==> src/rtl/lvds_tx_pkg.sv <==
// Functional notes
// - accept 24 colour bits plus four control lines as one 28-bit word
// - capture the word on the falling pixel clock edge only
// - four differential data lanes, each with positive and negative leg
// - forward a clock derived from the pixel clock on a fifth pair
// - while standby_n is low, all serial outputs are disabled
// - standby resets internal state and stops the lock logic
// - clock and data may start before or after standby release
// - recover from a stopped and restarted clock without standby
// - output rate follows a modulated input clock through the buffer
// - each lane sends seven slots, 0 to 6, per forwarded clock period
// - lock and valid output within 10 ms of a stable clock
// - outputs disabled within 100 ns of standby assertion
package lvds_tx_pkg;
    localparam int PIX_BITS = 28;
    localparam int COLOR_BITS = 8;
    localparam int CTRL_BITS = 4;
    localparam int LANES = 4;
    localparam int SLOTS = 7;
    localparam int MAP_W = 5;
    localparam int FIFO_DEPTH = 16;
    // word layout
    localparam int RED_LSB = 0;
    localparam int GREEN_LSB = 8;
    localparam int BLUE_LSB = 16;
    localparam int CTRL_LSB = 24;
    // synchroniser vector layout: data, pixel clock, standby
    localparam int SYNC_BITS = PIX_BITS + 2;
    localparam int SYNC_CLK = PIX_BITS;
    localparam int SYNC_STBY = PIX_BITS + 1;
    // timing
    localparam int MCLK_HZ = 50_000_000;
    localparam int MCLK_PERIOD_NS = 20;
    localparam int LOCK_TIME_MS = 10;
    localparam int LOCK_CYCLES_MAX = LOCK_TIME_MS * (MCLK_HZ / 1000);
    localparam int LOCK_W = $clog2(LOCK_CYCLES_MAX + 1);
    localparam int PD_DELAY_NS = 100;
    localparam int PD_CYCLES = PD_DELAY_NS / MCLK_PERIOD_NS;
    localparam int MISS_CYCLES_DEF = 64;
    localparam int MISS_W = 8;
    // slot sequencing; forwarded clock level per slot, slot 0 in bit 0
    localparam logic [2:0] FIRST_SLOT = 3'h0;
    localparam logic [2:0] LAST_SLOT = 3'h6;
    localparam logic [6:0] FWD_CLK_PATTERN = 7'h47;

    typedef logic [LANES*SLOTS*MAP_W-1:0] bit_map_t;

    typedef enum logic [1:0] {
        ST_STANDBY = 2'b00,
        ST_LOCKING = 2'b01,
        ST_RUNNING = 2'b10
    } link_state_t;

    // default: seven consecutive input bits per lane, in input order
    function automatic bit_map_t default_map();
        bit_map_t m;
        m = '0;
        for (int i = 0; i < LANES * SLOTS; i++) begin
            m[i*MAP_W +: MAP_W] = MAP_W'(i);
        end
        return m;
    endfunction : default_map

    function automatic logic [MAP_W-1:0] map_index(
        input bit_map_t m, input int lane, input logic [2:0] slot);
        int pos;
        pos = lane * SLOTS + int'(slot);
        return m[pos*MAP_W +: MAP_W];
    endfunction : map_index
endpackage : lvds_tx_pkg

==> src/rtl/lvds_pixel_serializer.sv <==
`timescale 1ns/1ps
module lvds_pixel_serializer #(
    parameter int LOCK_CYCLES = lvds_tx_pkg::LOCK_CYCLES_MAX,
    parameter int MISS_CYCLES = lvds_tx_pkg::MISS_CYCLES_DEF,
    parameter lvds_tx_pkg::bit_map_t BIT_MAP = lvds_tx_pkg::default_map()
) (
    // clock and reset
    input wire logic mclk,
    input wire logic rst_n,
    // parallel pixel inputs
    input wire logic [lvds_tx_pkg::COLOR_BITS-1:0] redIn,
    input wire logic [lvds_tx_pkg::COLOR_BITS-1:0] greenIn,
    input wire logic [lvds_tx_pkg::COLOR_BITS-1:0] blueIn,
    input wire logic lineSync,
    input wire logic frameSync,
    input wire logic pixelValid,
    input wire logic spareCtrl,
    input wire logic pixelShiftClockIn,
    // power control
    input wire logic standby_n,
    // serial outputs
    output logic [lvds_tx_pkg::LANES-1:0] serialLanePos,
    output logic [lvds_tx_pkg::LANES-1:0] serialLaneNeg,
    output logic forwardedClockPos,
    output logic forwardedClockNeg,
    output logic outputEnable,
    // status
    output logic pllLocked,
    output logic captureReady
);
    localparam int PB = lvds_tx_pkg::PIX_BITS;
    localparam int NL = lvds_tx_pkg::LANES;
    localparam int SB = lvds_tx_pkg::SYNC_BITS;
    localparam int LW = lvds_tx_pkg::LOCK_W;
    localparam int MW = lvds_tx_pkg::MISS_W;
    localparam logic [LW-1:0] LOCK_LAST = LW'(LOCK_CYCLES - 1);
    localparam logic [MW-1:0] MISS_LIMIT = MW'(MISS_CYCLES);

    generate
        if (LOCK_CYCLES < 1 || LOCK_CYCLES > lvds_tx_pkg::LOCK_CYCLES_MAX)
        begin : g_lock_chk
            $error("LOCK_CYCLES out of range");
        end
        if (MISS_CYCLES < 2 || MISS_CYCLES > (1 << MW) - 1) begin : g_miss_chk
            $error("MISS_CYCLES out of range");
        end
        for (genvar k = 0; k < NL * lvds_tx_pkg::SLOTS; k++) begin : g_map_chk
            if (BIT_MAP[k*lvds_tx_pkg::MAP_W +: lvds_tx_pkg::MAP_W] >= PB)
            begin : g_bad
                $error("BIT_MAP entry beyond input word");
            end
        end
    endgenerate

    // every pin passes three flops; a level counts once stages 2 and 3 agree
    wire [PB-1:0] pixelWord = {spareCtrl, pixelValid, frameSync, lineSync,
                               blueIn, greenIn, redIn};
    wire [SB-1:0] pinRaw = {standby_n, pixelShiftClockIn, pixelWord};
    logic [SB-1:0] sync1;
    logic [SB-1:0] sync2;
    logic [SB-1:0] sync3;
    logic [SB-1:0] pinLevel;
    wire [SB-1:0] next_pinLevel = (sync2 & sync3) |
                                  (pinLevel & (sync2 ^ sync3));

    always_ff @(posedge mclk) begin
        if (!rst_n) begin
            sync1 <= '0;
            sync2 <= '0;
            sync3 <= '0;
            pinLevel <= '0;
        end else begin
            sync1 <= pinRaw;
            sync2 <= sync1;
            sync3 <= sync2;
            pinLevel <= next_pinLevel;
        end
    end

    // the unregistered next level kills outputs one cycle sooner
    wire standbyNow = !next_pinLevel[lvds_tx_pkg::SYNC_STBY];
    wire haltReset = !rst_n || standbyNow;
    wire pixelFall = pinLevel[lvds_tx_pkg::SYNC_CLK] &&
                     !next_pinLevel[lvds_tx_pkg::SYNC_CLK];
    wire [PB-1:0] capturedWord = next_pinLevel[PB-1:0];

    // clock watchdog: a stopped clock drops lock without standby
    logic [MW-1:0] missCount;
    wire clkAlive = (missCount < MISS_LIMIT);
    always_ff @(posedge mclk) begin
        if (haltReset || pixelFall) begin
            missCount <= '0;
        end else if (clkAlive) begin
            missCount <= missCount + 1'b1;
        end
    end

    // lock model: lock counts only while the input clock keeps arriving
    lvds_tx_pkg::link_state_t state;
    lvds_tx_pkg::link_state_t next_state;
    logic [LW-1:0] lockCount;
    wire lockDone = (lockCount == LOCK_LAST);

    always_comb begin
        next_state = state;
        case (state)
            lvds_tx_pkg::ST_STANDBY: next_state = lvds_tx_pkg::ST_LOCKING;
            lvds_tx_pkg::ST_LOCKING: begin
                if (clkAlive && lockDone) begin
                    next_state = lvds_tx_pkg::ST_RUNNING;
                end
            end
            lvds_tx_pkg::ST_RUNNING: begin
                if (!clkAlive) begin
                    next_state = lvds_tx_pkg::ST_LOCKING;
                end
            end
            default: next_state = lvds_tx_pkg::ST_STANDBY;
        endcase
    end

    // no ordering between pins and standby release is needed
    always_ff @(posedge mclk) begin
        if (haltReset) begin
            state <= lvds_tx_pkg::ST_STANDBY;
        end else begin
            state <= next_state;
        end
    end

    always_ff @(posedge mclk) begin
        if (haltReset || state != lvds_tx_pkg::ST_LOCKING || !clkAlive) begin
            lockCount <= '0;
        end else if (!lockDone) begin
            lockCount <= lockCount + 1'b1;
        end
    end

    wire running = (state == lvds_tx_pkg::ST_RUNNING);
    assign pllLocked = running;

    // buffer absorbs the modulated input rate against the fixed slot rate
    wire fifoRst_n = !haltReset && running;
    wire fifoInReady;
    wire fifoOutValid;
    wire [PB-1:0] fifoOutData;
    logic sending;
    logic [2:0] slot;
    wire wordBoundary = !sending || (slot == lvds_tx_pkg::LAST_SLOT);
    wire popWord = wordBoundary && running;
    assign captureReady = fifoInReady && running;

    pixel_fifo #(
        .WIDTH(PB),
        .DEPTH(lvds_tx_pkg::FIFO_DEPTH)
    ) u_fifo (
        .mclk(mclk),
        .rst_n(fifoRst_n),
        .inValid(pixelFall && running),
        .inReady(fifoInReady),
        .inData(capturedWord),
        .outValid(fifoOutValid),
        .outReady(popWord),
        .outData(fifoOutData)
    );

    // slot sequencer; an empty buffer at a boundary inserts an idle gap
    logic [PB-1:0] word;
    always_ff @(posedge mclk) begin
        if (haltReset || !running) begin
            sending <= 1'b0;
            slot <= lvds_tx_pkg::FIRST_SLOT;
            word <= '0;
        end else if (wordBoundary) begin
            sending <= fifoOutValid;
            slot <= lvds_tx_pkg::FIRST_SLOT;
            if (fifoOutValid) word <= fifoOutData;
        end else begin
            slot <= slot + 1'b1;
        end
    end

    wire [NL-1:0] laneBit;
    generate
        for (genvar l = 0; l < NL; l++) begin : g_lane
            assign laneBit[l] =
                word[lvds_tx_pkg::map_index(BIT_MAP, l, slot)];
        end
    endgenerate
    wire fwdBit = lvds_tx_pkg::FWD_CLK_PATTERN[slot];

    // idle slots hold the forwarded clock level to avoid a runt pulse
    always_ff @(posedge mclk) begin
        if (haltReset || !running) begin
            serialLanePos <= '0;
            serialLaneNeg <= '1;
            forwardedClockPos <= 1'b0;
            forwardedClockNeg <= 1'b1;
        end else if (sending) begin
            serialLanePos <= laneBit;
            serialLaneNeg <= ~laneBit;
            forwardedClockPos <= fwdBit;
            forwardedClockNeg <= ~fwdBit;
        end
    end

    always_ff @(posedge mclk) begin
        if (haltReset) begin
            outputEnable <= 1'b0;
        end else begin
            outputEnable <= 1'b1;
        end
    end

    // checks
    localparam int LOCK_BOUND = 1000;

    AST_CAPTURE_FALL: assert property (
        @(posedge mclk) disable iff (!rst_n)
        running && !standbyNow && $fell(pinLevel[lvds_tx_pkg::SYNC_CLK])
        |-> $past(pixelFall))
        else $error("falling pixel clock not seen as capture");

    // with settled stages the control and red fields must be the pins three edges back
    AST_WORD_LAYOUT: assert property (
        @(posedge mclk) disable iff (!rst_n)
        pixelFall && sync2[PB-1:0] == sync3[PB-1:0] |->
            capturedWord[lvds_tx_pkg::CTRL_LSB +: lvds_tx_pkg::CTRL_BITS] ==
            $past({spareCtrl, pixelValid, frameSync, lineSync}, 3) &&
            capturedWord[lvds_tx_pkg::RED_LSB +: lvds_tx_pkg::COLOR_BITS] ==
            $past(redIn, 3))
        else $error("pixel word fields misplaced");

    AST_DIFF_PAIR: assert property (
        @(posedge mclk) disable iff (!rst_n)
        serialLaneNeg == ~serialLanePos &&
        forwardedClockNeg == !forwardedClockPos)
        else $error("differential legs not complementary");

    AST_FWD_CLK: assert property (
        @(posedge mclk) disable iff (haltReset)
        running && sending |=> forwardedClockPos ==
            $past(lvds_tx_pkg::FWD_CLK_PATTERN[slot]))
        else $error("forwarded clock off its slot pattern");

    AST_STANDBY_OFF: assert property (
        @(posedge mclk) disable iff (!rst_n)
        standbyNow |=> !outputEnable && !pllLocked)
        else $error("outputs active during standby");

    AST_STANDBY_RESET: assert property (
        @(posedge mclk) disable iff (!rst_n)
        standbyNow |=> state == lvds_tx_pkg::ST_STANDBY && !sending
            && lockCount == '0)
        else $error("standby did not reset internal state");

    AST_PD_DELAY: assert property (
        @(posedge mclk) disable iff (!rst_n)
        $fell(standby_n) ##1 !standby_n [*4]
        |-> !outputEnable)
        else $error("outputs not disabled within 100 ns");

    AST_LOCK: assert property (
        @(posedge mclk) disable iff (haltReset)
        state == lvds_tx_pkg::ST_LOCKING && clkAlive && lockDone
        |=> pllLocked)
        else $error("lock not reached at lock count");

    AST_LOCK_BOUND: assert property (
        @(posedge mclk) disable iff (haltReset)
        int'(lockCount) <= LOCK_CYCLES - 1)
        else $error("lock count beyond lock time");

    AST_CLOCK_LOSS: assert property (
        @(posedge mclk) disable iff (haltReset)
        running && !clkAlive |=> !pllLocked ##1
            state == lvds_tx_pkg::ST_LOCKING)
        else $error("stopped clock did not drop lock");

    // a lock loss mid word clears the sequencer, so only running words count
    AST_SLOT_RANGE: assert property (
        @(posedge mclk) disable iff (haltReset)
        running && sending && slot != lvds_tx_pkg::LAST_SLOT |=>
            sending && slot == $past(slot) + 3'h1)
        else $error("slot sequence broken");

    AST_TRACK: assert property (
        @(posedge mclk) disable iff (haltReset)
        running && wordBoundary && fifoOutValid |=> sending &&
            slot == lvds_tx_pkg::FIRST_SLOT)
        else $error("buffered word not started at boundary");

    AST_MAP_LANE0: assert property (
        @(posedge mclk) disable iff (haltReset)
        running && sending |=> serialLanePos[0] ==
            $past(word[lvds_tx_pkg::map_index(BIT_MAP, 0, slot)]))
        else $error("lane 0 bit not from mapped input bit");

    COV_LOCKED: cover property (@(posedge mclk) disable iff (haltReset)
        state == lvds_tx_pkg::ST_LOCKING ##1 running);
    COV_WORD_SENT: cover property (@(posedge mclk) disable iff (haltReset)
        sending && slot == lvds_tx_pkg::LAST_SLOT);
    COV_RELOCK: cover property (@(posedge mclk) disable iff (haltReset)
        running ##1 !running ##[1:LOCK_BOUND] running);
    COV_STANDBY_RUN: cover property (@(posedge mclk) disable iff (!rst_n)
        running ##1 standbyNow);
endmodule : lvds_pixel_serializer

==> src/rtl/pixel_fifo.sv <==
`timescale 1ns/1ps
module pixel_fifo #(
    parameter int WIDTH = 28,
    parameter int DEPTH = 16
) (
    // clock and reset
    input wire logic mclk,
    input wire logic rst_n,
    // fill side
    input wire logic inValid,
    output logic inReady,
    input wire logic [WIDTH-1:0] inData,
    // drain side
    output logic outValid,
    input wire logic outReady,
    output logic [WIDTH-1:0] outData
);
    localparam int AW = $clog2(DEPTH);

    generate
        if (DEPTH < 2 || (DEPTH & (DEPTH - 1)) != 0 || WIDTH < 1) begin : g_chk
            $error("pixel_fifo: DEPTH must be a power of two, WIDTH >= 1");
        end
    endgenerate

    logic [WIDTH-1:0] mem [DEPTH];
    logic [AW:0] wrPtr;
    logic [AW:0] rdPtr;
    wire full = (wrPtr[AW] != rdPtr[AW]) && (wrPtr[AW-1:0] == rdPtr[AW-1:0]);
    wire empty = (wrPtr == rdPtr);
    wire doWrite = inValid && !full;
    wire doRead = outReady && !empty;

    assign inReady = !full;
    assign outValid = !empty;
    assign outData = mem[rdPtr[AW-1:0]];

    always_ff @(posedge mclk) begin
        if (doWrite) begin
            mem[wrPtr[AW-1:0]] <= inData;
        end
    end

    always_ff @(posedge mclk) begin
        if (!rst_n) begin
            wrPtr <= '0;
            rdPtr <= '0;
        end else begin
            if (doWrite) wrPtr <= wrPtr + 1'b1;
            if (doRead) rdPtr <= rdPtr + 1'b1;
        end
    end
endmodule : pixel_fifo

==> config.mk <==
export PLATFORM = sky130hd
export DESIGN_NAME = lvds_pixel_serializer
export DESIGN_NICKNAME = d
export VERILOG_FILES = /design/src/rtl/lvds_tx_pkg.sv /design/src/rtl/lvds_pixel_serializer.sv /design/src/rtl/pixel_fifo.sv
export SDC_FILE = /design/constraint.sdc
export NUM_CORES = 1
export LEC_CHECK = 0
export ABC_AREA = 1
export BUFFER_PORTS_ARGS = -buffer_cell sky130_fd_sc_hd__buf_2
export CORE_ASPECT_RATIO = 0.9
export CORE_MARGIN = 2
export CORE_UTILIZATION = 62
export DETAILED_ROUTE_END_ITERATION = 10
export GPL_ROUTABILITY_DRIVEN = 0
export PLACE_DENSITY = 0.79
export SYNTH_ARGS = -nofsm -noshare
export SYNTH_HDL_FRONTEND = slang
export SYNTH_SLANG_ARGS = --single-unit
==> constraint.sdc <==
create_clock -name mclk -period 3.3 [get_ports mclk]
set_clock_uncertainty 0.05 [all_clocks]
set_input_delay 0.33 -clock mclk [delete_from_list [all_inputs] [get_ports mclk]]
set_output_delay 0.33 -clock mclk [all_outputs]
set_load 0.01 [all_outputs]
# Word-level counts from Yosys, hierarchy flattened
# Memories as Yosys holds them, arrays and structs flattened. A register that Yosys moved wholly into a read port is not among the register bits.
# Cells that the tools add are included.
dict set report totals {
  regBits 174
  ram_bits 448
  rom_bits 8
  out_inout_bits 13
  n_memories 2
}
# name words width rd rd_ports_with_merged_regs write_ports line_no
set mem_list {}
lappend mem_list {u_fifo.mem 16 28 1 1 1 pixel_fifo.sv:26} ;# logic [WIDTH-1:0] mem [DEPTH];
lappend mem_list {{(name not given)} 8 1 1 1 0 lvds_pixel_serializer.sv:190} ;# wire fwdBit = lvds_tx_pkg::FWD_CLK_PATTERN[slot];
dict set report classes {
  n_addsub 8
  multipliers 4
  magnitude_cmp 6
  n_eq_ne 10
  n_shift 4
  mux 16
  bitwise 7
  reduce_logical 28
}
# op count
set ops {}
lappend ops {{$shiftx 140x10->5 const A} 1}
lappend ops {{$shiftx 140x7->5 const A} 1}
lappend ops {{$shiftx 140x8->5 const A} 1}
lappend ops {{$shiftx 140x9->5 const A} 1}
lappend ops {{$and 30x30->30} 2}
lappend ops {{$or 30x30->30} 1}
lappend ops {{$xor 30x30->30} 1}
lappend ops {{$lt 5x6->1 const B} 4}
lappend ops {{$bmux 1 s5} 4}
lappend ops {{$add 19x1->19 const B} 1}
lappend ops {{$eq 19x19->1 const B} 1}
lappend ops {{$add 5x1->5 const B} 2}
lappend ops {{$logic_and 1x1->1} 9}
lappend ops {{$logic_not 1->1} 9}
lappend ops {{$mul 6x3->9 const B} 1}
lappend ops {{$add 8x1->8 const B} 1}
lappend ops {{$lt 8x7->1 const B} 1}
lappend ops {{$mul 5x3->8 const B} 1}
lappend ops {{$mux 1} 8}
lappend ops {{$mul 4x3->7 const B} 1}
lappend ops {{$add 5x3->6 const A} 1}
lappend ops {{$logic_or 1x1->1} 6}
lappend ops {{$mul 3x3->6 const B} 1}
lappend ops {{$pmux 2 s3} 1}
lappend ops {{other kinds (19)} 23}

# Depth between registers and ports, before layout
dict set report logic_depth {
  ltp_word 9
  mapped_depth 14
  ltp_nobuf 12
}

# Hierarchy
# Synthesis repeated with hierarchy kept, for this count alone.
dict set report hier_totals {
  hier_cells 2544
  hier_area_um2 26711.9
}
# mod n_inst cells_each area_per_inst_um2
set modules_own_cells {}
lappend modules_own_cells {pixel_fifo 1 1541 19010.7}
lappend modules_own_cells {lvds_pixel_serializer 1 1003 7701.1}

# Worst setup path after synthesis
# OpenSTA, ideal clock, no wires.
dict set report synth_path {
  path_kind {register to register}
  from {register sync2[28]}
  to {memory u_fifo.mem[0][0], enable pin}
  setup_ns 0.413
  arrival_ns 2.475
  required_time_ns 2.837
  slack_ns 0.362
  path_stages_with_launch 9
  synth_period_minus_slack_ns 2.938
  path_cell_list {dfxtp_1 -> ha_1 -> a21oi_1 -> nand2_1 -> nor2_1 -> nand2_1 -> inv_2 -> nand2_1 -> nor2_1}
}
dict set report synth_between {
  elab_chain_len 9
}
# element line_no
set synth_lines {}
lappend synth_lines {{start: declaration} lvds_pixel_serializer.sv:60} ;# logic [SB-1:0] sync2;
lappend synth_lines {{start signal: assignment} lvds_pixel_serializer.sv:74} ;# sync2 <= sync1;
lappend synth_lines {{$xor 30x30->30} lvds_pixel_serializer.sv:64} ;# (pinLevel & (sync2 ^ sync3));
lappend synth_lines {{$and 30x30->30} lvds_pixel_serializer.sv:64}
lappend synth_lines {{$or 30x30->30 (*)} lvds_pixel_serializer.sv:63} ;# wire [SB-1:0] next_pinLevel = (sync2 & sync3) |
lappend synth_lines {{$logic_not 1->1 (*)} lvds_pixel_serializer.sv:84} ;# !next_pinLevel[lvds_tx_pkg::SYNC_CLK];
lappend synth_lines {{$logic_and 1x1->1 (*)} lvds_pixel_serializer.sv:83} ;# wire pixelFall = pinLevel[lvds_tx_pkg::SYNC_CLK] &&
lappend synth_lines {{$logic_and 1x1->1 (*)} lvds_pixel_serializer.sv:159} ;# .inValid(pixelFall && running),
lappend synth_lines {{$logic_and 1x1->1 (*)} pixel_fifo.sv:31} ;# wire doWrite = inValid && !full;
lappend synth_lines {{$mux 1 (*)} pixel_fifo.sv:39} ;# if (doWrite) begin
lappend synth_lines {{$mux 1 (not written as such) (*)} pixel_fifo.sv:40} ;# mem[wrPtr[AW-1:0]] <= inData;
lappend synth_lines {{end: declaration} pixel_fifo.sv:26}
# Mark *: on every way between the ends. The rest lies on a longest branch, timed or not.

# Worst setup path after layout
dict set report layout_path {
  from {register sync2[28]}
  to {memory u_fifo.mem[4][14], enable pin}
}
# The elaborated chain is that of the path after synthesis.

==> impl_metrics.csv <==
group,metric,value,unit
critical_path,crit_family,"simple AND/OR/NAND/NOR gates",
sta,grt_setup_unrepaired,"false",
synthesis,synth-seq-area-share,67.8,%
floorplan,ios,45,
floorplan,start_util,63.2,%
clocking,cts_tree,"done",
synthesis,synth_top_family_by_area,"simple AND/OR/NAND/NOR gates",
route,wl_per_cell,19.2,um
sta,setup_viol,0,
clocking,numCtsBuffers,59,
grt,grt_use_total,28.0,%
clocking,worstSkewPairLatency,630,ps
synthesis,synth_flop_cell,"edfxtp_1",
clocking,clockRootBuffer,"clkbuf_16",
sta,timing.final.crit_share,82.3,%
critical_path,path_class,"flip-flop to flip-flop",
synthesis,postSynth.asyncResetShare,0,%
synthesis,post_synth_instance_area,25800,um2
critical_path,path_buf_inv,2,
synthesis,synth_edf_count,448,
sta,timing.slew.headroom,34.2,%
layout,layout-drive-gt1-share,7.93,%
synthesis,syn_nets,2510,
power_and_ir_drop,power.total,0.0157,W
layout,antennaDiodeCount,0,
synthesis,synthMuxAreaShare,0,%
power_and_ir_drop,vdd_drop_max,0.451,mV
synthesis,yosysWarnings,0,
route,via_per_inst,5.75,
synthesis,yosysUniqueCellTypes,40,
placement,placed_cell_area,26600,um2
clocking,clock_path_buffers,3,
synthesis,synth_fa_ha_area_share,2.18,%
critical_path,critical_path_arrival,2960,ps
synthesis,synth_cells,2433,
synthesis,synth-simple-area-share,14.1,%
job,maxCapViolations,0,
power_and_ir_drop,p_leak,12.5,nW
critical_path,endpoint_kind,"flip-flop",
clocking,clock-sinks,651,
layout,utilization,70.6,%
synthesis,synth_top_cell_by_area,"edfxtp_1",
placement,port_buffers,44,
placement,place_hpwl,35100,um
layout,final_area,28900,um2
route,drtPass1Iterations,6,
synthesis,ys_ff_latch,651,
sta,fin_tns_setup,0,ps
route,ant_nets,0,
synthesis,yosys-top-cells-area,"edfxtp_1 (52%), dfxtp_1 (16%), nor2_1 (6.4%)",
sta,fmax,368,MHz
critical_path,max_stage_delay,360,ps
grt,grt_pass1_wl,93200,um
grt,grt-ovfl-total,0,
worst_hold_path,hp-class,"flip-flop to flip-flop",
status,outcome,"finished clean",
critical_path,worstPathCellList,"ha_1 -> a21oi_1 -> nand2_1 -> nor2_1 -> nand2_1 -> inv_2 -> nand2_1 -> nor2_4 -> buf_4",
floorplan,dieArea,43300,um2
synthesis,yosys.area.top_type_share,52.1,%
route,vias,17662,
clocking,htreeDepth,2,
critical_path,start_kind,"flip-flop",
synthesis,synth_xor_area_share,0.542,%
grt,grt_start_max_net_pins,228,
sta,period_needed,2710,ps
sta,tightest_slew,987,ps
sta,report.final.slew_viol_count,0,
critical_path,cpMostUsedCell,"nand2_1",
clocking,path_clk_slew,60,ps
sta,worst_hold_slack,358,ps
power_and_ir_drop,power_density,542,nW/um2
layout,syn2layout_area_growth,11.8,%
clocking,cts_setup_buffers,0,
synthesis,synth_compound_area_share,10.1,%
route,remaining_drc_errors,0,
floorplan,die_w,219,um
synthesis,synth_commonest_cells,"edfxtp_1 (448), nor2_1 (438), nand2_1 (360)",
floorplan,core,40900,um2
grt,grt_pass1_vias,17251,
critical_path,required,3540,ps
grt,grt_antenna_before_repair,0,
layout,final_nets,2560,
route,routed_wirelength,59000,um
sta,finalHoldViolCount,0,
critical_path,crit_path_top_delay_cell,"nor2_4",
critical_path,cp_max_fo,20,
synthesis,synthMostInstantiatedCell,"edfxtp_1",
floorplan,fp.dieH,198,um
route,drt_iter0_drc,2138,
synthesis,syn_avg_cell_area,10.6,um2
floorplan,rows,70,
## flip-flops by register name, indices dropped and copies added, names as in the netlist
signal / cells
sending: 1
forwardedClockPos: 1
state: 2
word: 28
sync3: 30
u_fifo.rdPtr: 5
u_fifo.wrPtr: 5
u_fifo.mem: 448
sync1: 30
fwdBit: 1
missCount: 8
lockCount: 19
slot: 3
outputEnable: 1
sync2: 30
serialLanePos: 4
pinLevel: 30
forwardedClockNeg: 1
serialLaneNeg: 4
## stage by stage
step,cells,worst slack (ps)
global placement,2931,765
finish,3074,585
global route,3074,420
CTS,3074,591
floorplan,2433,362
detailed placement,2931,681
## layer usage
| metal | vias up | routed length [um] | track usage (%) | share of wire [%] |
|---|---|---|---|---|
| met5 | - | 0 | 0 | 0 |
| met4 | 0 | 2040 | 10.7 | 3.5 |
| met3 | 116 | 4260 | 4.53 | 7.2 |
| met2 | 752 | 28600 | 46.2 | 48 |
| met1 | 8456 | 24100 | 37.7 | 41 |
| li1 | 8338 | - | - | - |
## cells by family (layout without fill, tap and decap cells)
kind of cell | Yosys count | after routing
xor gates and xnor gates | 16 | 16
and+or+nand+nor | 917 | 917
adders and majority gates | 45 | 45
buffers and inverters | 317 | 418
DFF | 651 | 651
AOI/OAI and AO/OA | 487 | 487
## worst paths after layout
check | start | cells after the start | slack (ps) | to
max | sync2[28] | 9 | 590 | u_fifo.mem[4][14]
min | sync1[3] | 2 | 360 | sync2[3]
max reg2reg | sync2[28] | 9 | 590 | u_fifo.mem[4][14]
min reg2reg | sync1[3] | 2 | 360 | sync2[3]
## power breakdown
group	total, W	internal (W)	switching (W)
Sequential	0.00869	0.00867	0.0000197
Clock	0.00683	0.00390	0.00293
Combinational	0.000142	0.0000630	0.0000791
Total	0.0157	0.0126	0.00303
## repair_timing
item,in CTS,in global routing
resized for setup,0,0
endpoints found under the hold margin,31,0
hold buffers,31,0
## cells in the final DEF, fill, tap and decap left out, types with 13 or more instances in the layout
cell type,Yosys,final
edfxtp_1,448,448
nor2_1,438,422
nand2_1,360,360
o21ai_0,260,260
dfxtp_1,203,200
inv_1,189,189
nand3_1,88,88
a21oi_1,87,87
o21ai_1,77,77
clkbuf_16,0,60
o211ai_1,57,57
ha_1,45,45
buf_2,38,43
dlygate4sd3_1,0,31
buf_4,11,28
clkbuf_1,57,21
nor2_4,0,16
xor2_1,13,13
clkbuf_8,0,13
## worst min-delay path: stages (launching register included)
cell	delay (ps)
dfxtp_1	300
nand2_1	40
inv_1	40
## cell type report
type | count | area (um2)
Tap cell | 540 | 676
Timing Repair Buffer | 111 | 916
Clock inverter | 18 | 195
Multi-Input combinational cell | 1465 | 7080
Sequential cell | 651 | 17500
Inverter | 195 | 737
Fill cell | 2687 | 12000
Clock buffer | 94 | 1760
No activity file was read; power rests on OpenSTA's default activity.
